## config.mk

```make
export PLATFORM = sky130hd
export DESIGN_NAME = agl_glue
export DESIGN_NICKNAME = d
export VERILOG_FILES = /design/src/verilog/agl_pkg.sv /design/src/verilog/agl_glue.sv
export SDC_FILE = /design/constraint.sdc
export NUM_CORES = 1
export LEC_CHECK = 0
export BUFFER_PORTS_ARGS = -buffer_cell sky130_fd_sc_hd__buf_2
export CORE_ASPECT_RATIO = 0.5
export CORE_MARGIN = 5
export CORE_UTILIZATION = 50
export DETAILED_ROUTE_END_ITERATION = 8
export GPL_TIMING_DRIVEN = 0
export HOLD_SLACK_MARGIN = 0.03
export MAX_ROUTING_LAYER = met4
export PLACE_DENSITY = 0.68
export SYNTH_ARGS = -nofsm -noshare
export SYNTH_HDL_FRONTEND = slang
export SYNTH_SLANG_ARGS = --single-unit
```

## constraint.sdc

```tcl
create_clock -name i_clk -period 3.6 [get_ports i_clk]
set_input_delay 0.36 -clock i_clk [delete_from_list [all_inputs] [get_ports i_clk]]
set_output_delay 0.36 -clock i_clk [all_outputs]
set_load 0.005 [all_outputs]
```

## src/verilog/agl_pkg.sv

```systemverilog
package agl_pkg;

   // ************************************************************
   // Data path sizes
   // ************************************************************
   localparam int DATA_W     = 16;
   localparam int ADDR_W     = 16;
   localparam int FIFO_DEPTH = 16;
   localparam int FIFO_W     = DATA_W + 2;

   // ************************************************************
   // Jumper configuration register addresses
   // ************************************************************
   localparam logic [4:0] JUMPER_CFG1_ADDR = 5'h12;
   localparam logic [4:0] JUMPER_CFG2_ADDR = 5'h13;

   // ************************************************************
   // Packet buffer pointers
   // ************************************************************
   localparam logic [ADDR_W-1:0] TX_BASE  = 16'h0000;
   localparam logic [ADDR_W-1:0] RX_BASE  = 16'h4000;
   localparam logic [ADDR_W-1:0] STEP_W16 = 16'h0002;
   localparam logic [ADDR_W-1:0] STEP_W8  = 16'h0001;

   // ************************************************************
   // Reset values
   // ************************************************************
   localparam logic [DATA_W-1:0] DATA_RST = 16'h0000;

   // ************************************************************
   // Buffer sequencer states, Gray along idle-write-read-done
   // ************************************************************
   typedef enum logic [1:0] {
      ST_IDLE = 2'b00,
      ST_WR   = 2'b01,
      ST_RD   = 2'b11,
      ST_DONE = 2'b10
   } agl_state_t;

endpackage

```

## src/verilog/agl_glue.sv

```systemverilog
// Contract
// - Request DMA while receive data waits or transmit buffer has room.
// - Signal channel ready when cycle can complete; polarity follows strap.
// - Drive 16-bit cycle indication low during sixteen-bit I/O cycles.
// - Two active-low transceiver enables, upper and lower byte lane.
// - Direction low for reads (chip to system), high for writes.
// - Pulse first configuration strobe low to read jumper register 0x12.
// - Pulse second configuration strobe low to read jumper register 0x13.
// - EEPROM option: shift clock, serial data out, serial data in.
// - ID PROM option: same three pins drive latched address lines.
// - PROM select high for serial EEPROM, low for parallel ID PROM.
// - Remote reset output follows special packet flag when enabled.
// - Control output pin is the complement of the software bit.
// - Buffer data bus runs 8-bit or 16-bit per width bit.
// - Drive a sixteen-bit buffer address reaching 64 kbytes.
// - Two active-low buffer selects: upper byte and lower byte.
// - Write strobe low on buffer writes, read strobe on reads.
// - Internal clocking stops while the powerdown bit is set.
`timescale 1ns/1ps

module agl_fifo
#(
   parameter int WIDTH = 18,
   parameter int DEPTH = 16
)
(
   input  wire logic             i_clk,
   input  wire logic             i_rst,
   input  wire logic             i_en,
   // Fill side
   input  wire logic             i_valid,
   input  wire logic [WIDTH-1:0] i_data,
   output logic                  o_ready,
   // Drain side
   output logic                  o_valid,
   output logic [WIDTH-1:0]      o_data,
   input  wire logic             i_ready
);
   localparam int AW = $clog2(DEPTH);

   logic [WIDTH-1:0] mem [DEPTH];
   logic [AW:0]      wp_q;
   logic [AW:0]      rp_q;
   wire              push = i_en && i_valid && o_ready;
   wire              pop  = i_en && i_ready && o_valid;

   assign o_ready = (wp_q - rp_q) != (AW+1)'(DEPTH);
   assign o_valid = wp_q != rp_q;
   assign o_data  = mem[rp_q[AW-1:0]];

   always_ff @(posedge i_clk)
   begin
      if (i_rst)
      begin
         wp_q <= '0;
         rp_q <= '0;
      end
      else
      begin
         if (push)
            wp_q <= wp_q + 1'b1;
         if (pop)
            rp_q <= rp_q + 1'b1;
      end
   end

   always_ff @(posedge i_clk)
   begin
      if (push)
         mem[wp_q[AW-1:0]] <= i_data;
   end
endmodule

module agl_glue
   import agl_pkg::*;
(
   // Clock and reset
   input  wire logic              i_clk,
   input  wire logic              i_rst,
   // Host bus cycle
   input  wire logic              i_dev_sel,
   input  wire logic [4:0]        i_sa_low,
   input  wire logic              i_ior_n,
   input  wire logic              i_iow_n,
   input  wire logic              i_aen,
   input  wire logic              i_dmack_n,
   input  wire logic              i_sbhe_n,
   input  wire logic              i_sys16,
   input  wire logic [DATA_W-1:0] i_sd,
   output logic [DATA_W-1:0]      o_sd,
   output logic                   o_sd_oe,
   // Host handshake and transceivers
   output logic                   o_dma_req,
   output logic                   o_host_channel_ready,
   output logic                   o_io16_n,
   output logic                   o_upper_lane_xcvr_enable_n,
   output logic                   o_lower_lane_xcvr_enable_n,
   output logic                   o_xcvr_dir,
   output logic                   o_jumper_cfg1_strobe_n,
   output logic                   o_jumper_cfg2_strobe_n,
   // Configuration and status bits
   input  wire logic              i_ready_polarity_strap,
   input  wire logic              i_rx_avail,
   input  wire logic              i_buffer_width_select,
   input  wire logic              i_powerdown_bit,
   input  wire logic              i_remote_reset_enable,
   input  wire logic              i_special_packet_seen,
   input  wire logic              i_sw_control_bit,
   output logic                   o_remote_reset_out,
   output logic                   o_sw_control_out,
   // PROM port
   input  wire logic              i_prom_is_eeprom,
   input  wire logic              i_ee_clock,
   input  wire logic              i_ee_sdout,
   input  wire logic [2:0]        i_id_addr,
   output logic                   o_prom_type_select,
   output logic                   o_prom_clock_or_addr0,
   output logic                   o_prom_sdout_or_addr1,
   input  wire logic              i_prom_sdin_or_addr2,
   output logic                   o_prom_sdin_or_addr2,
   output logic                   o_prom_sdin_or_addr2_oe,
   output logic                   o_ee_sdin,
   // Packet buffer SRAM
   output logic [ADDR_W-1:0]      o_buf_addr,
   input  wire logic [DATA_W-1:0] i_buf_data,
   output logic [DATA_W-1:0]      o_buf_data,
   output logic                   o_buf_data_oe,
   output logic                   o_buffer_upper_byte_select_n,
   output logic                   o_buffer_lower_byte_select_n,
   output logic                   o_buffer_write_strobe_n,
   output logic                   o_buffer_read_strobe_n
);

   // ************************************************************
   // Cycle decode
   // ************************************************************
   wire run      = !i_powerdown_bit;
   wire dma_cyc  = i_aen && !i_dmack_n;
   wire io_cyc   = !i_aen && i_dev_sel;
   wire hit      = dma_cyc || io_cyc;
   wire rd_act   = hit && !i_ior_n;
   wire wr_act   = hit && !i_iow_n;
   wire cfg1_rd  = io_cyc && !i_ior_n && (i_sa_low == JUMPER_CFG1_ADDR);
   wire cfg2_rd  = io_cyc && !i_ior_n && (i_sa_low == JUMPER_CFG2_ADDR);
   wire cfg_rd   = cfg1_rd || cfg2_rd;
   wire buf_rd   = rd_act && !cfg_rd;
   wire wide     = i_sys16 && io_cyc;
   wire lane_hi  = i_sys16 && !i_sbhe_n;
   wire lane_lo  = !i_sys16 || !i_sa_low[0];
   wire prom_p0  = i_prom_is_eeprom ? i_ee_clock : i_id_addr[0];
   wire prom_p1  = i_prom_is_eeprom ? i_ee_sdout : i_id_addr[1];

   // ************************************************************
   // Sequencer and state
   // ************************************************************
   agl_state_t        state_q;
   agl_state_t        state_d;
   logic              rd_prev_q;
   logic              rd_pend_q;
   logic              rd_ok_q;
   logic              wr_done_q;
   logic [ADDR_W-1:0] tx_ptr_q;
   logic [ADDR_W-1:0] rx_ptr_q;
   logic [DATA_W-1:0] rdata_q;

   wire               rd_start = rd_act && !rd_prev_q;
   wire               f_in_rdy;
   wire               f_out_vld;
   wire [FIFO_W-1:0]  f_out;
   wire               f_push   = wr_act && !wr_done_q;
   wire               f_pop    = state_q == ST_WR;
   // Byte mode keeps only the low lane, so width select picks the step
   wire [ADDR_W-1:0]  step     = i_buffer_width_select ? STEP_W16 : STEP_W8;
   wire [1:0]         f_lanes  = i_buffer_width_select ? f_out[FIFO_W-1 -: 2] : 2'b01;

   // Pending writes drain first so a read never overtakes buffered data
   always_comb
   begin
      state_d = state_q;
      unique case (state_q)
         ST_IDLE:
         begin
            if (f_out_vld)
               state_d = ST_WR;
            else if (rd_pend_q)
               state_d = ST_RD;
         end
         ST_WR:   state_d = ST_IDLE;
         ST_RD:   state_d = ST_DONE;
         ST_DONE: state_d = ST_IDLE;
      endcase
   end

   agl_fifo
   #(
      .WIDTH (FIFO_W),
      .DEPTH (FIFO_DEPTH)
   )
   u_fifo
   (
      .i_clk   (i_clk),
      .i_rst   (i_rst),
      .i_en    (run),
      .i_valid (f_push),
      .i_data  ({lane_hi, lane_lo, i_sd}),
      .o_ready (f_in_rdy),
      .o_valid (f_out_vld),
      .o_data  (f_out),
      .i_ready (f_pop)
   );

   always_ff @(posedge i_clk)
   begin
      if (i_rst)
      begin
         state_q   <= ST_IDLE;
         rd_prev_q <= 1'b0;
         rd_pend_q <= 1'b0;
         rd_ok_q   <= 1'b0;
         wr_done_q <= 1'b0;
         tx_ptr_q  <= TX_BASE;
         rx_ptr_q  <= RX_BASE;
         rdata_q   <= DATA_RST;
      end
      else if (run)
      begin
         state_q   <= state_d;
         rd_prev_q <= rd_act;
         rd_pend_q <= (rd_start && buf_rd) || (rd_pend_q && state_q != ST_RD);
         rd_ok_q   <= buf_rd && (rd_ok_q || state_q == ST_DONE);
         wr_done_q <= wr_act && (wr_done_q || f_in_rdy);
         if (state_q == ST_WR)
            tx_ptr_q <= tx_ptr_q + step;
         // Sample while the read strobe still stands; the bus floats after
         if (state_q == ST_RD)
            rdata_q <= i_buf_data;
         if (state_q == ST_DONE)
            rx_ptr_q <= rx_ptr_q + step;
      end
   end

   // ************************************************************
   // Registered pins
   // ************************************************************
   wire ready_now = wr_done_q || rd_ok_q || cfg_rd;

   always_ff @(posedge i_clk)
   begin
      if (i_rst)
      begin
         o_dma_req                    <= 1'b0;
         o_host_channel_ready         <= 1'b0;
         o_io16_n                     <= 1'b1;
         o_upper_lane_xcvr_enable_n   <= 1'b1;
         o_lower_lane_xcvr_enable_n   <= 1'b1;
         o_xcvr_dir                   <= 1'b0;
         o_jumper_cfg1_strobe_n       <= 1'b1;
         o_jumper_cfg2_strobe_n       <= 1'b1;
         o_sd                         <= DATA_RST;
         o_sd_oe                      <= 1'b0;
         o_remote_reset_out           <= 1'b0;
         o_sw_control_out             <= 1'b1;
         o_prom_type_select           <= 1'b0;
         o_prom_clock_or_addr0        <= 1'b0;
         o_prom_sdout_or_addr1        <= 1'b0;
         o_prom_sdin_or_addr2         <= 1'b0;
         o_prom_sdin_or_addr2_oe      <= 1'b0;
         o_ee_sdin                    <= 1'b0;
         o_buf_addr                   <= TX_BASE;
         o_buf_data                   <= DATA_RST;
         o_buf_data_oe                <= 1'b0;
         o_buffer_upper_byte_select_n <= 1'b1;
         o_buffer_lower_byte_select_n <= 1'b1;
         o_buffer_write_strobe_n      <= 1'b1;
         o_buffer_read_strobe_n       <= 1'b1;
      end
      else if (run)
      begin
         o_dma_req                  <= i_rx_avail || f_in_rdy;
         o_host_channel_ready       <= i_ready_polarity_strap ? ready_now : !ready_now;
         o_io16_n                   <= !(wide && (rd_act || wr_act));
         // Jumper register drives the data bus itself, so lanes stay off
         o_upper_lane_xcvr_enable_n <= !(lane_hi && (buf_rd || wr_act));
         o_lower_lane_xcvr_enable_n <= !(lane_lo && (buf_rd || wr_act));
         o_xcvr_dir                 <= wr_act;
         o_jumper_cfg1_strobe_n     <= !(cfg1_rd && rd_start);
         o_jumper_cfg2_strobe_n     <= !(cfg2_rd && rd_start);
         o_sd                       <= rdata_q;
         o_sd_oe                    <= buf_rd && rd_ok_q;
         o_remote_reset_out         <= i_remote_reset_enable && i_special_packet_seen;
         o_sw_control_out           <= !i_sw_control_bit;
         o_prom_type_select         <= i_prom_is_eeprom;
         o_prom_clock_or_addr0      <= prom_p0;
         o_prom_sdout_or_addr1      <= prom_p1;
         o_prom_sdin_or_addr2       <= i_id_addr[2];
         o_prom_sdin_or_addr2_oe    <= !i_prom_is_eeprom;
         o_ee_sdin                  <= i_prom_is_eeprom && i_prom_sdin_or_addr2;
         o_buf_addr                 <= (state_d == ST_WR) ? tx_ptr_q : rx_ptr_q;
         o_buf_data                 <= f_out[DATA_W-1:0];
         o_buf_data_oe              <= state_d == ST_WR;
         o_buffer_upper_byte_select_n <= !((state_d == ST_WR && f_lanes[1])
                                         || (state_d == ST_RD && i_buffer_width_select));
         o_buffer_lower_byte_select_n <= !((state_d == ST_WR && f_lanes[0])
                                         || state_d == ST_RD);
         o_buffer_write_strobe_n    <= state_d != ST_WR;
         o_buffer_read_strobe_n     <= state_d != ST_RD;
      end
   end
endmodule

```

==> impl_metrics.tcl <==
set metrics [dict create \
    status "completed" \
    p_switching_uw 2010 \
    reg2reg_from "u_fifo.wp_q[1]$_SDFFE_PP0P_" \
    drcViolationCount 0 \
    cts_tree "built" \
    clk_pin_slew_worst_paths_ps 60 \
    r2r-end "u_fifo.mem[14][2]$_DFFE_PP_" \
    setup_viol 0 \
    max_freq_mhz 291 \
    die_h_um 139 \
    rsz0062_at_grt "no" \
    crit_type "register to register" \
    sequentialPowerShare 0.551 \
    fin_crit_ps 3430 \
    root_buffer "clkbuf_16" \
    vias 9650 \
    rows 47 \
    first_pass_iters 7 \
    arrival_ps 3580 \
    syn_area_um2 16700 \
    yosysSeqAreaShare 0.684 \
    clock_skew_ps 15.2 \
    end_kind "register" \
    dp_hpwl_mm 25.1 \
    drtIter0Drc 944 \
    sw_frac_of_total 0.210 \
    clock_sinks 426 \
    p_int_uw 7550 \
    cap_violations 0 \
    nNetsFinal 1329 \
    worst_path_largest_cell_delay_ps 1100 \
    vias_per_cell 5.60 \
    start_util 0.506 \
    ys.flop_type "edfxtp_1" \
    ir_drop_mv 0.248 \
    fp.dieW_um 268 \
    powerDensity_nw_per_um2 500 \
    synthCells 1083 \
    diodes 0 \
    yosysUniqueCellTypes 52 \
    crit_path_max_fanout 18 \
    hold_viol 0 \
    ys_seq_elements 426 \
    wl_per_cell_um 22.6 \
    crit_end "u_fifo.mem[14][2]$_DFFE_PP_" \
    grt_max_degree 19 \
    pwr-share-clk 0.414 \
    place_congestion 0.823 \
    grt_pass1_vias 9886 \
    synth.avg_cell_area_um2 15.4 \
    cts_buffers 39 \
    cp-start-kind "register" \
    finalCritPeriodShare 0.953 \
    drive_gt1_frac 0.253 \
    synth_edf_count 288 \
    hold_slack_ps 58.4 \
    p_comb_frac 0.035 \
    critPathSlowestCell "and3_1" \
    yosysWarnings 0 \
    reg2reg_depth 7 \
    core_area_um2 33000 \
    syn_to_final_growth_pct 14.6 \
    ant_nets 0 \
    grt_pass1_wl_mm 59.1 \
    reg2reg_slack_ps 170 \
    async_reset_ff_frac 0 \
    clock_latency_ps 550 \
    ctsLongestPathBuffers 3 \
    io-pin-count 130 \
    io_buffer_count 129 \
    overflow 0 \
    fillers 2536 \
    grt.total_usage 0.214 \
    worstMarginPinSlew_ps 1330 \
    slew_violations 0 \
    grt_antenna_before_repair 0 \
    startpoint "u_fifo.wp_q[1]$_SDFFE_PP0P_" \
    die_area_um2 37300 \
    max_slew_margin 0.112 \
    htreeDepth 2 \
    cp_cell_sequence "ha_1, nor2b_1, o21a_1, o21ai_0, a22oi_4, nor2_1, and3_1" \
    syn_nets 1158 \
    crit_required_ps 3740 \
    wl_mm 38.9 \
    utilization 0.580 \
    p_leak_uw 0.00661 \
    hold_class "input port to register" \
]
## final cells by class
class | count | area [um2] | share of cell area
sequential | 426 | 11400 | 0.597
clock buffer | 52 | 1080 | 0.0563
clock inverter | 18 | 120 | 0.00628
tap | 441 | 552 | 0.0289
timing repair buffer | 130 | 661 | 0.0346
buffer | 58 | 255 | 0.0133
inverter | 13 | 48.8 | 0.00255
multi-input combinational | 586 | 5000 | 0.261
## critical path: cells and delay by family (launching register included)
| kind | cells | cell delay (ps) |
|---|---|---|
| AO/OA/AOI/OAI | 3 | 650 |
| flip-flops | 1 | 470 |
| AND/OR/NAND/NOR | 3 | 1570 |
| adder cells (fa/ha/maj) | 1 | 320 |
## synthesized netlist by cell type (5+ instances only)
| library cell | instances | share of area |
|---|---|---|
| dfxtp_1 | 138 | 0.17 |
| mux2i_1 | 31 | 0.019 |
| xnor2_1 | 11 | 0.0058 |
| o21bai_1 | 5 | 0.0023 |
| nor3_1 | 5 | 0.0015 |
| xor2_1 | 21 | 0.011 |
| and3_1 | 20 | 0.0075 |
| buf_1 | 7 | 0.0016 |
| and2_1 | 5 | 0.0019 |
| buf_2 | 15 | 0.0045 |
| nor2_1 | 96 | 0.022 |
| nand2_1 | 116 | 0.026 |
| nand2b_1 | 7 | 0.0026 |
| o21ai_0 | 7 | 0.0021 |
| inv_1 | 13 | 0.0029 |
| nor2b_1 | 9 | 0.0034 |
| nand4_1 | 6 | 0.0023 |
| mux4_2 | 88 | 0.12 |
| ha_1 | 13 | 0.0098 |
| clkbuf_1 | 33 | 0.0074 |
| nand3_1 | 19 | 0.0057 |
| a21oi_1 | 63 | 0.019 |
| mux2_2 | 17 | 0.011 |
| edfxtp_1 | 288 | 0.52 |
## through the flow
step	setup slack (ps)	power (uW)	cell area (um2)	cells	TNS (ps)
CTS	10.6	9630	19100	1724	0
global placement	-513	5690	17900	1653	-9180
finish	168	9570	19100	1724	0
floorplan	669	5540	16700	1083	0
detailed placement	42.8	5710	17900	1654	0
global route	18.7	9870	19100	1724	0
## state kept, by name, summed over array words and instances (netlist names), 2 cells and up, named ones only
| name | count |
|---|---|
| o_buf_data | 16 |
| u_fifo.mem | 288 |
| o_buf_addr | 16 |
| state_q | 2 |
| o_sd | 16 |
| rdata_q | 16 |
| u_fifo.wp_q | 5 |
| tx_ptr_q | 16 |
| u_fifo.rp_q | 5 |
| rx_ptr_q | 16 |
## cells by family after synthesis
group | Yosys count | share of synthesized area
buffers and inverters | 71 | 0.0182
xor gates and xnor gates | 32 | 0.0168
AOI/OAI and AO/OA | 97 | 0.0347
muxes | 138 | 0.150
and+or+nand+nor | 304 | 0.0839
DFF | 426 | 0.684
adders and majority gates | 15 | 0.0122
## power by group through the flow
stage / clock (uW) / combinational, uW / sequential, uW
3_5_place_dp: 0 / 330 / 5380
2_1_floorplan: 0 / 163 / 5380
3_3_place_gp: 0 / 317 / 5380
6_report: 3960 / 331 / 5270
5_1_grt: 4230 / 361 / 5270
4_1_cts: 4030 / 331 / 5270
## repair_timing
action / CTS / global route
hold buffers: 0 / 0
endpoints found under the setup margin: 0 / 201
buffers inserted: 0 / 0
gates resized for setup: 0 / 12
## layer usage
layer | GRT usage | vias to the layer above | share of wire
met5 | - | - | 0
met4 | 0.0396 | 0 | 0.014
met3 | 0.0360 | 48 | 0.054
met2 | 0.357 | 271 | 0.51
met1 | 0.285 | 4929 | 0.43
li1 | - | 4402 | -
## placed cells by master, fill, tap and decap left out, drive strengths merged, types with 19 or more instances in the layout
master / n
mux2i: 31
xor2: 21
clkbuf: 85
mux2: 19
dfxtp: 138
nand2: 116
a21oi: 63
mux4: 88
edfxtp: 288
buf: 155
and3: 20
nor2: 96
nand3: 19
## how the worst min path moves through the flow
stage,from,end,slack (ps),cells after the start
floorplan,rdata_q[0]$_SDFFE_PP0P_,rdata_q[0]$_SDFFE_PP0P_,440,2
global placement,rdata_q[10]$_SDFFE_PP0P_,rdata_q[10]$_SDFFE_PP0P_,440,2
detailed placement,rdata_q[13]$_SDFFE_PP0P_,rdata_q[13]$_SDFFE_PP0P_,450,2
CTS,i_buf_data[5],rdata_q[5]$_SDFFE_PP0P_,40,3
global route,i_buf_data[6],rdata_q[6]$_SDFFE_PP0P_,60,3
finish,i_buf_data[7],rdata_q[7]$_SDFFE_PP0P_,60,3
Note: power is estimated with default switching activity, not from simulation.
